==> src/common/irq_accept_defines.vh <==
// Register offsets, field positions and reset values of the interrupt acceptance block.
`ifndef IRQ_ACCEPT_DEFINES_VH
`define IRQ_ACCEPT_DEFINES_VH

`define ADDR_INTERRUPT_CONTROL 4'h0
`define ADDR_VECTOR_TABLE_BASE 4'h4
`define ADDR_PREVIOUS_CONTEXT 4'h8
`define ADDR_ENTRY_ADDRESS 4'hc

`define CURRENT_CPU_PRIORITY_LSB 0
`define CURRENT_CPU_PRIORITY_MSB 7
`define GIE_BIT 15
`define PENDING_PRIORITY_NUMBER_LSB 16
`define PENDING_PRIORITY_NUMBER_MSB 23

`define PCTX_PREVIOUS_PRIORITY_FIELD_LSB 0
`define PCTX_PREVIOUS_PRIORITY_FIELD_MSB 7
`define PCTX_PIE_BIT 8

`define VSS_BIT 0
`define SHIFT_WIDE 5
`define SHIFT_NARROW 3

`define BASE_RESET 32'h0000_0000
`define PRIO_MAX 8'hff

`define RESP_OKAY 2'b00
`define RESP_SLVERR 2'b10

`endif

==> src/logic/cpu_interrupt_acceptance.v <==
// CPU-side interrupt acceptance, entry and vectoring with an AXI4-Lite slave.
`timescale 1ns/1ps
`include "irq_accept_defines.vh"

// How it works
// - Vector table base register resets to zero.
// - Software writes the base register; expected before enabling interrupts.
// - Every entry address uses the base register's present content.
// - Wide spacing puts entries eight words apart, independent of source.
// - On entry clear global enable and load current priority with pending.
// - After entry no interrupt is taken until enable or return.
// - Return from exception restores the saved global enable.
// - Requests at or below current priority stay blocked.
// - Requests strictly above current priority are taken when enabled and ENTRY_READY_IN is high.
// - Current priority 255 blocks every request.
// - A lowered re-pended request waits until current priority drops below.
// - The entry is chosen only by the serviced priority number.
// - Entry is base with bit 0 cleared ORed with pending shifted 5 or 3.
// - Entry saves old enable and old priority into previous context.
// - Control register: priority 7:0, enable 15, pending 23:16 read-only.
module cpu_interrupt_acceptance (
    input wire CLK_IN,
    input wire RST_IN,
    input wire [7:0] PENDING_PRIORITY_IN,
    input wire ENTRY_READY_IN,
    input wire RETURN_FROM_EXCEPTION_IN,
    output reg TAKE_OUT,
    output reg [7:0] TAKE_PRIORITY_OUT,
    output reg [31:0] ENTRY_ADDRESS_OUT,
    output reg GLOBAL_IRQ_ENABLE_OUT,
    output reg [7:0] CURRENT_CPU_PRIORITY_OUT,
    input wire [3:0] S_AXI_AWADDR,
    input wire S_AXI_AWVALID,
    output reg S_AXI_AWREADY,
    input wire [31:0] S_AXI_WDATA,
    input wire [3:0] S_AXI_WSTRB,
    input wire S_AXI_WVALID,
    output reg S_AXI_WREADY,
    output reg [1:0] S_AXI_BRESP,
    output reg S_AXI_BVALID,
    input wire S_AXI_BREADY,
    input wire [3:0] S_AXI_ARADDR,
    input wire S_AXI_ARVALID,
    output reg S_AXI_ARREADY,
    output reg [31:0] S_AXI_RDATA,
    output reg [1:0] S_AXI_RRESP,
    output reg S_AXI_RVALID,
    input wire S_AXI_RREADY
);

    // ****************************************************************
    // Input synchronisers
    // ****************************************************************
    // The pending number and the core's strobes come from other logic on
    // the same clock, so they are used directly without synchronisers.
    // Feeding any of them from a pin or another clock would need two
    // flip-flops in front, and the extra cycles would delay every take.
    // The arbitration unit must also hold the pending number steady for
    // the whole cycle in which it is compared, which a registered source
    // gives for free.

    // ****************************************************************
    // Architectural state
    // ****************************************************************
    reg [31:0] vector_table_base_reg;
    reg global_irq_enable_reg;
    reg [7:0] current_cpu_priority_reg;
    reg previous_enable_field_reg;
    reg [7:0] previous_priority_field_reg;
    reg [31:0] entry_address_reg;
    // The base register keeps bit 0 as the spacing select; the entry
    // computation masks it out of the address.

    // Write channel capture.
    reg aw_held_reg;
    reg [3:0] aw_addr_reg;
    reg w_held_reg;
    reg [31:0] w_data_reg;
    reg [3:0] w_strb_reg;

    wire aw_take;
    wire w_take;
    wire write_fire;
    wire [3:0] wr_addr;
    wire [31:0] wr_data;
    wire [3:0] wr_strb;
    wire wr_ctrl;
    wire wr_base;
    wire wr_pctx;
    wire wr_ok;
    wire accept;
    wire [31:0] base_aligned;
    wire [31:0] prio_wide;
    wire [31:0] entry_next;
    wire spacing_narrow;
    wire [31:0] offset_wide;
    wire [31:0] offset_narrow;
    wire [31:0] ctrl_view;
    wire [31:0] pctx_view;
    reg [31:0] ctrl_merged;
    reg [31:0] base_merged;
    reg [31:0] pctx_merged;
    reg [31:0] rd_data_next;
    reg [1:0] rd_resp_next;
    integer i;

    assign aw_take = S_AXI_AWVALID & S_AXI_AWREADY;
    assign w_take = S_AXI_WVALID & S_AXI_WREADY;
    assign wr_addr = aw_held_reg ? aw_addr_reg : S_AXI_AWADDR;
    assign wr_data = w_held_reg ? w_data_reg : S_AXI_WDATA;
    assign wr_strb = w_held_reg ? w_strb_reg : S_AXI_WSTRB;
    assign write_fire = (aw_held_reg | aw_take) & (w_held_reg | w_take) &
                        ~S_AXI_BVALID;
    assign wr_ctrl = write_fire & (wr_addr == `ADDR_INTERRUPT_CONTROL);
    assign wr_base = write_fire & (wr_addr == `ADDR_VECTOR_TABLE_BASE);
    assign wr_pctx = write_fire & (wr_addr == `ADDR_PREVIOUS_CONTEXT);
    assign wr_ok = wr_ctrl | wr_base | wr_pctx;

    assign ctrl_view = {8'h00, PENDING_PRIORITY_IN, global_irq_enable_reg,
                        7'h00, current_cpu_priority_reg};
    assign pctx_view = {23'h000000, previous_enable_field_reg,
                        previous_priority_field_reg};

    // ****************************************************************
    // Acceptance and vector computation
    // ****************************************************************
    // strict compare
    // follows: no 8-bit number exceeds 255.
    // zero pending never wins against any priority.
    assign accept = global_irq_enable_reg & ENTRY_READY_IN &
                    (PENDING_PRIORITY_IN > current_cpu_priority_reg);
    // no retake
    // After a take the enable is clear, so the compare above cannot fire
    // again until software sets the enable or a return restores it.

    assign base_aligned = {vector_table_base_reg[31:1], 1'b0};
    assign prio_wide = {24'h000000, PENDING_PRIORITY_IN};
    // priority-only entry
    // Only the number being serviced picks the slot; the source of the
    // request plays no part, so handlers may run on into later slots.
    assign spacing_narrow = vector_table_base_reg[`VSS_BIT];
    assign offset_wide = prio_wide << `SHIFT_WIDE;
    assign offset_narrow = prio_wide << `SHIFT_NARROW;
    // The offset is ORed, not added, into the base. Base bits that overlap
    // the shifted number must be left clear by software, or entries of
    // different numbers would alias onto one address.
    assign entry_next = spacing_narrow ?
                        (base_aligned | offset_narrow) :
                        (base_aligned | offset_wide);

    // Byte-lane merge of write data.
    always @* begin
        ctrl_merged = ctrl_view;
        base_merged = vector_table_base_reg;
        pctx_merged = pctx_view;
        for (i = 0; i < 4; i = i + 1) begin
            if (wr_strb[i]) begin
                ctrl_merged[i*8 +: 8] = wr_data[i*8 +: 8];
                base_merged[i*8 +: 8] = wr_data[i*8 +: 8];
                pctx_merged[i*8 +: 8] = wr_data[i*8 +: 8];
            end
        end
    end

    // ****************************************************************
    // State update
    // ****************************************************************
    // Only one level of previous context is held here. A handler that
    // re-enables interrupts and allows nesting must save the previous
    // context register itself before doing so, and put it back before
    // its return, or the outer return restores the wrong enable.
    // Entry wins over a same-cycle control or previous context write, so a taken interrupt
    // is never half applied; that write is acknowledged but lost.
    always @(posedge CLK_IN or posedge RST_IN) begin
        if (RST_IN) begin
            vector_table_base_reg <= `BASE_RESET;
            global_irq_enable_reg <= 1'b0;
            current_cpu_priority_reg <= 8'h00;
            previous_enable_field_reg <= 1'b0;
            previous_priority_field_reg <= 8'h00;
            entry_address_reg <= `BASE_RESET;
        end else begin
            // A base write is honoured even in a take cycle; it only moves
            // the entries of later takes.
            // base write
            if (wr_base) begin
                vector_table_base_reg <= base_merged;
            end
            if (accept) begin
                global_irq_enable_reg <= 1'b0;
                current_cpu_priority_reg <= PENDING_PRIORITY_IN;
                previous_enable_field_reg <= global_irq_enable_reg;
                previous_priority_field_reg <= current_cpu_priority_reg;
                entry_address_reg <= entry_next;
            end else if (RETURN_FROM_EXCEPTION_IN) begin
                global_irq_enable_reg <= previous_enable_field_reg;
                current_cpu_priority_reg <= previous_priority_field_reg;
            end else begin
                if (wr_ctrl) begin
                    global_irq_enable_reg <= ctrl_merged[`GIE_BIT];
                    current_cpu_priority_reg <=
                        ctrl_merged[`CURRENT_CPU_PRIORITY_MSB:`CURRENT_CPU_PRIORITY_LSB];
                end
                if (wr_pctx) begin
                    previous_enable_field_reg <= pctx_merged[`PCTX_PIE_BIT];
                    previous_priority_field_reg <=
                        pctx_merged[`PCTX_PREVIOUS_PRIORITY_FIELD_MSB:`PCTX_PREVIOUS_PRIORITY_FIELD_LSB];
                end
            end
        end
    end

    // ****************************************************************
    // Core-facing outputs
    // ****************************************************************
    // The mirrors repeat the next-state choice of the state block, so the
    // outputs come straight from flip-flops yet show the same value as the
    // internal bits in every cycle.
    always @(posedge CLK_IN or posedge RST_IN) begin
        if (RST_IN) begin
            TAKE_OUT <= 1'b0;
            TAKE_PRIORITY_OUT <= 8'h00;
            ENTRY_ADDRESS_OUT <= `BASE_RESET;
            GLOBAL_IRQ_ENABLE_OUT <= 1'b0;
            CURRENT_CPU_PRIORITY_OUT <= 8'h00;
        end else begin
            TAKE_OUT <= accept;
            if (accept) begin
                TAKE_PRIORITY_OUT <= PENDING_PRIORITY_IN;
                ENTRY_ADDRESS_OUT <= entry_next;
            end
            GLOBAL_IRQ_ENABLE_OUT <= accept ? 1'b0 :
                (RETURN_FROM_EXCEPTION_IN ? previous_enable_field_reg :
                (wr_ctrl ? ctrl_merged[`GIE_BIT] : global_irq_enable_reg));
            CURRENT_CPU_PRIORITY_OUT <= accept ? PENDING_PRIORITY_IN :
                (RETURN_FROM_EXCEPTION_IN ? previous_priority_field_reg :
                (wr_ctrl ? ctrl_merged[`CURRENT_CPU_PRIORITY_MSB:`CURRENT_CPU_PRIORITY_LSB] :
                current_cpu_priority_reg));
        end
    end

    // ****************************************************************
    // AXI4-Lite write channels
    // ****************************************************************
    // Address and data may arrive in either order; each is parked until
    // its partner comes, and one write at most is under way at a time.
    // A write to the read-only entry address register is refused with an
    // error response and changes nothing.
    always @(posedge CLK_IN or posedge RST_IN) begin
        if (RST_IN) begin
            aw_held_reg <= 1'b0;
            aw_addr_reg <= 4'h0;
            w_held_reg <= 1'b0;
            w_data_reg <= 32'h0000_0000;
            w_strb_reg <= 4'h0;
            S_AXI_AWREADY <= 1'b0;
            S_AXI_WREADY <= 1'b0;
            S_AXI_BVALID <= 1'b0;
            S_AXI_BRESP <= `RESP_OKAY;
        end else begin
            if (write_fire) begin
                aw_held_reg <= 1'b0;
                w_held_reg <= 1'b0;
                S_AXI_BVALID <= 1'b1;
                S_AXI_BRESP <= wr_ok ? `RESP_OKAY : `RESP_SLVERR;
            end else begin
                if (aw_take) begin
                    aw_held_reg <= 1'b1;
                    aw_addr_reg <= S_AXI_AWADDR;
                end
                if (w_take) begin
                    w_held_reg <= 1'b1;
                    w_data_reg <= S_AXI_WDATA;
                    w_strb_reg <= S_AXI_WSTRB;
                end
                if (S_AXI_BVALID & S_AXI_BREADY) begin
                    S_AXI_BVALID <= 1'b0;
                end
            end
            // Each ready only while its own channel holds nothing and no write is answered.
            S_AXI_AWREADY <= ~S_AXI_BVALID & ~write_fire &
                             ~(aw_held_reg | aw_take);
            S_AXI_WREADY <= ~S_AXI_BVALID & ~write_fire &
                            ~(w_held_reg | w_take);
        end
    end

    // ****************************************************************
    // AXI4-Lite read channels
    // ****************************************************************
    // The control word shows the pending number live, so a read returns
    // what the arbitration unit offers in the cycle the address is taken.
    // Unmapped offsets answer with an error and zero data.
    always @* begin
        rd_resp_next = `RESP_OKAY;
        if (S_AXI_ARADDR == `ADDR_INTERRUPT_CONTROL) begin
            rd_data_next = ctrl_view;
        end else if (S_AXI_ARADDR == `ADDR_VECTOR_TABLE_BASE) begin
            rd_data_next = vector_table_base_reg;
        end else if (S_AXI_ARADDR == `ADDR_PREVIOUS_CONTEXT) begin
            rd_data_next = pctx_view;
        end else if (S_AXI_ARADDR == `ADDR_ENTRY_ADDRESS) begin
            rd_data_next = entry_address_reg;
        end else begin
            rd_data_next = 32'h0000_0000;
            rd_resp_next = `RESP_SLVERR;
        end
    end

    always @(posedge CLK_IN or posedge RST_IN) begin
        if (RST_IN) begin
            S_AXI_ARREADY <= 1'b0;
            S_AXI_RVALID <= 1'b0;
            S_AXI_RDATA <= 32'h0000_0000;
            S_AXI_RRESP <= `RESP_OKAY;
        end else begin
            if (S_AXI_ARVALID & S_AXI_ARREADY) begin
                S_AXI_ARREADY <= 1'b0;
                S_AXI_RVALID <= 1'b1;
                S_AXI_RDATA <= rd_data_next;
                S_AXI_RRESP <= rd_resp_next;
            end else if (S_AXI_RVALID) begin
                if (S_AXI_RREADY) begin
                    S_AXI_RVALID <= 1'b0;
                end
            end else begin
                S_AXI_ARREADY <= 1'b1;
            end
        end
    end

endmodule // cpu_interrupt_acceptance

==> config.mk <==
export PLATFORM = sky130hd
export DESIGN_NAME = cpu_interrupt_acceptance
export DESIGN_NICKNAME = d
export VERILOG_FILES = /design/src/logic/cpu_interrupt_acceptance.v
export VERILOG_INCLUDE_DIRS = /design/src /design/src/common
export SDC_FILE = /design/constraint.sdc
export NUM_CORES = 1
export LEC_CHECK = 0
export BUFFER_PORTS_ARGS = -buffer_cell sky130_fd_sc_hd__buf_2
export CAP_MARGIN = 20
export CORE_ASPECT_RATIO = 1.5
export CORE_UTILIZATION = 60
export DETAILED_ROUTE_END_ITERATION = 10
export GPL_TIMING_DRIVEN = 0
export PLACE_DENSITY = 0.86
export SLEW_MARGIN = 5
export SYNTH_ARGS = -nofsm -noshare
export SYNTH_HDL_FRONTEND = slang
export SYNTH_SLANG_ARGS = --single-unit
==> constraint.sdc <==
create_clock -name CLK_IN -period 10.45 [get_ports CLK_IN]
set_input_delay 2.6125 -clock CLK_IN [delete_from_list [all_inputs] [get_ports CLK_IN]]
set_output_delay 2.6125 -clock CLK_IN [all_outputs]
set_load 0.03 [all_outputs]
* After elaboration in Yosys (flattened, before gate mapping) *
Cells that the tools add are included.

operators by class
  add/subtract/negate cells = 0
  multiply operators = 0
  divide/modulo/power cells = 0
  magnitude comparators = 1
  equality and inequality tests = 7
  shift-type cells = 0
  mux-type cells = 39
  bitwise logic cells = 24
  reduce and logical (&&, ||, !) cells = 21

operators with widths
  cell                number
  $mux 32             6
  $mux 8              8
  $or 32x11->32       1
  $or 32x13->32       1
  $mux 1              18
  $reduce_and 2->1    8
  $and 1x1->1         14
  $eq 4x4->1 const B  3
  $reduce_bool 2->1   6
  $mux 2              5
  $reduce_bool 3->1   3
  $eq 4x3->1 const B  2
  $gt 8x8->1          1
  $logic_not 4->1     2
  $mux 4              2
  $reduce_and 3->1    2
  $ne 2x1->1 const B  2
  $not 1->1           4
  $or 1x1->1          4

storage, ports and cells
  register bits = 174
  latch bits = 0
  RAM bits = 0
  memory bits (read-only) = 0
  input bits = 61
  output and inout bits = 91
  logic and storage cells = 116
  memories = 0

* Logic depth before layout (Yosys ltp) *
  depth in word-level cells = 8
  depth in mapped cells = 9
  depth with buffers taken out = 7

* Least setup slack after synthesis *
No wires, ideal clock.

  path type = input port to flip-flop
  start point = in S_AXI_AWVALID
  end point = reg previous_priority_field_reg[0]
  arrival = 4.075 ns
  required time = 10.325 ns
  slack = 6.250 ns
  stages = 6
  path buffers = 1
  cell sequence = a21oi_1 or2_2 nor4b_2 buf_6 mux2_1 mux2_2

on the way
  longest elaborated chain between the ends = 7

RTL lines
  item                                line                            text
  start: declaration                  cpu_interrupt_acceptance.v:33   input wire S_AXI_AWVALID,
  $and 1x1->1                         cpu_interrupt_acceptance.v:107  assign aw_take = S_AXI_AWVALID & S_AXI_AWREADY;
  $or 1x1->1                          cpu_interrupt_acceptance.v:112  assign write_fire = (aw_held_reg | aw_take) & (w_held_reg | w_take) &
  $and 1x1->1 (2 in a row)            cpu_interrupt_acceptance.v:112
  $and 1x1->1                         cpu_interrupt_acceptance.v:116  assign wr_pctx = write_fire & (wr_addr == `ADDR_PREVIOUS_CONTEXT);
  $reduce_bool 2->1 (no source line)  n/a
  $reduce_and 3->1 (no source line)   n/a
  end signal: assignment              cpu_interrupt_acceptance.v:193  previous_priority_field_reg <= current_cpu_priority_reg;
  end signal: assignment              cpu_interrupt_acceptance.v:206  previous_priority_field_reg <=
  end: declaration                    cpu_interrupt_acceptance.v:69   reg [7:0] previous_priority_field_reg;

No other way between the ends.
A chain may end at the register's enable or synchronous reset.

* Worst setup path after layout *
  start point = in PENDING_PRIORITY_IN[0]
  end point = reg previous_priority_field_reg[0]

on the way
  longest elaborated chain between the ends = 4
  elaborated cells between the ends (all ways) = 7

RTL lines
  item                                                              line                            text
  start: declaration                                                cpu_interrupt_acceptance.v:24   input wire [7:0] PENDING_PRIORITY_IN,
  $gt 8x8->1 (*)                                                    cpu_interrupt_acceptance.v:131  (PENDING_PRIORITY_IN > current_cpu_priority_reg);
  $and 1x1->1 (*)                                                   cpu_interrupt_acceptance.v:130  assign accept = global_irq_enable_reg & ENTRY_READY_IN &
  $ne 2x1->1 (no source line) or $reduce_bool 2->1 (tied branches)  n/a
  $reduce_and 3->1 (no source line)                                 n/a

Every way passes the cells marked *; elsewhere a longest branch is shown, timed or not.

==> flow_summary_export.csv <==
group,metric,value,unit
drt,ant_nets,0,
finish,areaGrowthSynthToFinish,19.92,%
synthesis,yosys_warnings,0,
clocking,cts_tree,"built",
floorplan,dieArea,13770,µm²
timing,relSlewSlack,42.96,%
clocking,clk_latency,0.42,ns
setup_path,cp-start-kind,"primary input",
synthesis,yosysTopAreaCell,"dfrtp_1",
timing,period_needed,4.413,ns
setup_path,crit_fanout,10,
timing,clock-skew-final,0.008299,ns
synthesis,synth-edff-count,0,
drt,drt-total-wl,22.05,mm
synthesis,async_flop_share,100.0,%
floorplan,rows,51,
setup_path,cp.arrival,4.72,ns
drt,wl_per_cell,22.21,µm
drt,drcViolationCount,0,
clocking,clk_pin_slew,0.06,ns
setup_path,timing_worst_setup_path_type,"primary input to register",
finish,num-nets-final,890,
synthesis,synth_seq_cells,171,
placed_design,portBuffers,148,
setup_path,critPathRequiredTime,10.75,ns
drt,via_per_inst,6.230,
setup_path,reg2reg_depth,7,
synthesis,yosysSeqAreaShare,53.64,%
timing,fin_crit_sh,42.23,%
grt,antenna_found_initial,0,
grt,grt_max_degree,104,
setup_path,cp-end-kind,"register",
outcome,status,"finished clean",
synthesis,ys_types,50,
finish,layout-drive-gt1-share,40.58,%
placed_design,placed_area,8965,µm²
finish,fin_cells,993,
placed_design,dp.cells,961,
power,ir_worst_vdd,0.1869,mV
clocking,cts_sinks,171,
grt,gr-usage-all-layers,34.04,%
floorplan,start_util,61.59,%
synthesis,synthFlopType,"dfrtp_1",
setup_path,endpoint,"previous_priority_field_reg[0]",
timing,tns,0,ns
power,power_density,294.8,nW/µm²
clocking,cts_buffers,17,
power,cellLeakagePower,4.593,nW
grt,grt_pass1_wl,34.28,mm
flow_run,drv_cap,0,
placed_design,place_congestion,0.8772,
floorplan,design.core.area,12950,µm²
timing,fmax,226.6,MHz
timing,grt_setup_unrepaired,"no",
grt,grt_overflow,0,
setup_path,startpoint,"PENDING_PRIORITY_IN[0]",
clocking,clockBufferDepth,2,
timing,hold_violations,0,
synthesis,synth_area,7978,µm²
setup_path,reg2reg_slack,7.90,ns
clocking,cts_setup_buffers,0,
setup_path,timing.rr.start,"CURRENT_CPU_PRIORITY_OUT[2]",
finish,design_area,9567,µm²
clocking,cts_root_buffer,"clkbuf_16",
synthesis,netlist_instances,650,
floorplan,fp.dieH,143.2,µm
timing,tightest_slew,0.8556,ns
grt,grt_pass1_vias,6505,
timing,maxSlewViolCount,0,
synthesis,synth_area_per_cell,12.27,µm²
clocking,postCtsHoldBufs,0,
clocking,htreeDepth,4,
drt,num_vias,6186,
drt,drtPass1Iterations,5,
timing,finalSetupViolations,0,
floorplan,ios,152,
floorplan,die_w,96.15,µm
drt,drtIter0Drc,468,
min_path,hold_path_class,"register to register",
synthesis,netlist_top_cells_area,"dfrtp_1 54%, mux2_2 17%, mux2i_1 6.1%",
synthesis,synth_top_area_share,53.64,%
setup_path,rr_endpoint,"previous_priority_field_reg[0]",
clocking,cts_resized,0,
placed_design,hpwlAfterDp,15.43,mm
Yosys cell counts, types with 5 or more instances:
library cell	instances
o211ai_1	6
a222oi_1	8
a22oi_1	20
a21oi_1	14
mux2_2	123
dfrtp_1	171
ha_1	8
o21ai_0	43
mux2i_1	49
buf_2	10
inv_1	32
nand2_1	53
a22o_1	19
buf_4	5
clkbuf_1	18
nor2_1	15
per-layer routing:
layer / wire [µm] / GRT usage (%) / vias up / share of wire (%)
li1: - / - / 2682 / -
met4: 1145 / 20.27 / 0 / 5.2
met2: 11510 / 57.52 / 328 / 52
met3: 1443 / 6.283 / 81 / 6.5
met1: 7953 / 39.52 / 3095 / 36
met5: 0 / 0 / - / 0
critical path, cell delays in order:
cell and delay [ns]:
buf_2 0.15, inv_1 0.10, ha_1 0.30, nand4_1 0.12, nor2_1 0.05, nor2_1 0.08, a32o_1 0.21, buf_1 0.67
mux2_2 0.41
cells by family (layout without fill, tap and decap cells):
| logic type | Yosys count | after routing | share of synthesized area [%] |
|---|---|---|---|
| AO/OA/AOI/OAI | 122 | 122 | 10.74 |
| adder cells (fa/ha/maj) | 8 | 8 | 1.255 |
| buffers and inverters | 71 | 252 | 3.921 |
| flip-flops | 171 | 171 | 53.64 |
| multiplexers | 176 | 176 | 24.22 |
| other | 1 | 4 | 0.04701 |
| AND/OR/NAND/NOR | 101 | 101 | 6.179 |
report_power, final:
group	internal, mW	leakage [nW]	total, mW	switching [mW]
Sequential	0.904	2.17	1.09	0.184
Combinational	0.441	2.13	1.10	0.654
Clock	0.374	0.295	0.638	0.264
layout make-up:
class / count / area, µm²
Antenna cell: 1 / 2.502
Buffer: 39 / 192.7
Clock buffer: 20 / 466.7
Clock inverter: 11 / 132.6
Fill cell: 839 / 3387
Inverter: 32 / 127.6
Multi-Input combinational cell: 410 / 3393
Sequential cell: 171 / 4279
Tap cell: 159 / 198.9
Timing Repair Buffer: 150 / 773.2
how the worst min path moves through the flow:
stage | startpoint | end | slack, ns | cells after the start
final | S_AXI_RDATA[5] | S_AXI_RDATA[5] | 0.48 | 2
after detailed placement | S_AXI_RDATA[2] | S_AXI_RDATA[2] | 0.48 | 2
after CTS | S_AXI_RDATA[2] | S_AXI_RDATA[2] | 0.49 | 2
after floorplan | w_data_reg[20] | w_data_reg[20] | 0.46 | 1
after global routing | w_data_reg[21] | w_data_reg[21] | 0.51 | 1
after global placement | S_AXI_RDATA[2] | S_AXI_RDATA[2] | 0.46 | 2
through the flow:
stage | hold WS [ns] | setup slack [ns] | power [mW] | util, %
after floorplan | 0.4585 | 3.206 | 1.823 | -
after global placement | 0.4553 | 1.649 | 2.099 | 68.90
after detailed placement | 0.4752 | 5.654 | 2.166 | 69.21
after CTS | 0.4904 | 6.090 | 2.814 | 73.83
after global routing | 0.5082 | 5.990 | 2.949 | 73.83
final | 0.4833 | 6.037 | 2.820 | 73.85
cell usage in the layout (no fill, tap or decap), types with 14 or more instances in the layout:
| master | netlist | routed |
|---|---|---|
| a21oi_1 | 14 | 14 |
| a22o_1 | 19 | 19 |
| a22oi_1 | 20 | 20 |
| buf_2 | 10 | 159 |
| clkbuf_1 | 18 | 18 |
| clkbuf_16 | 0 | 17 |
| dfrtp_1 | 171 | 171 |
| inv_1 | 32 | 31 |
| mux2_2 | 123 | 123 |
| mux2i_1 | 49 | 49 |
| nand2_1 | 53 | 53 |
| nor2_1 | 15 | 15 |
| o21ai_0 | 43 | 43 |
Power figures use the tool's default switching activity.
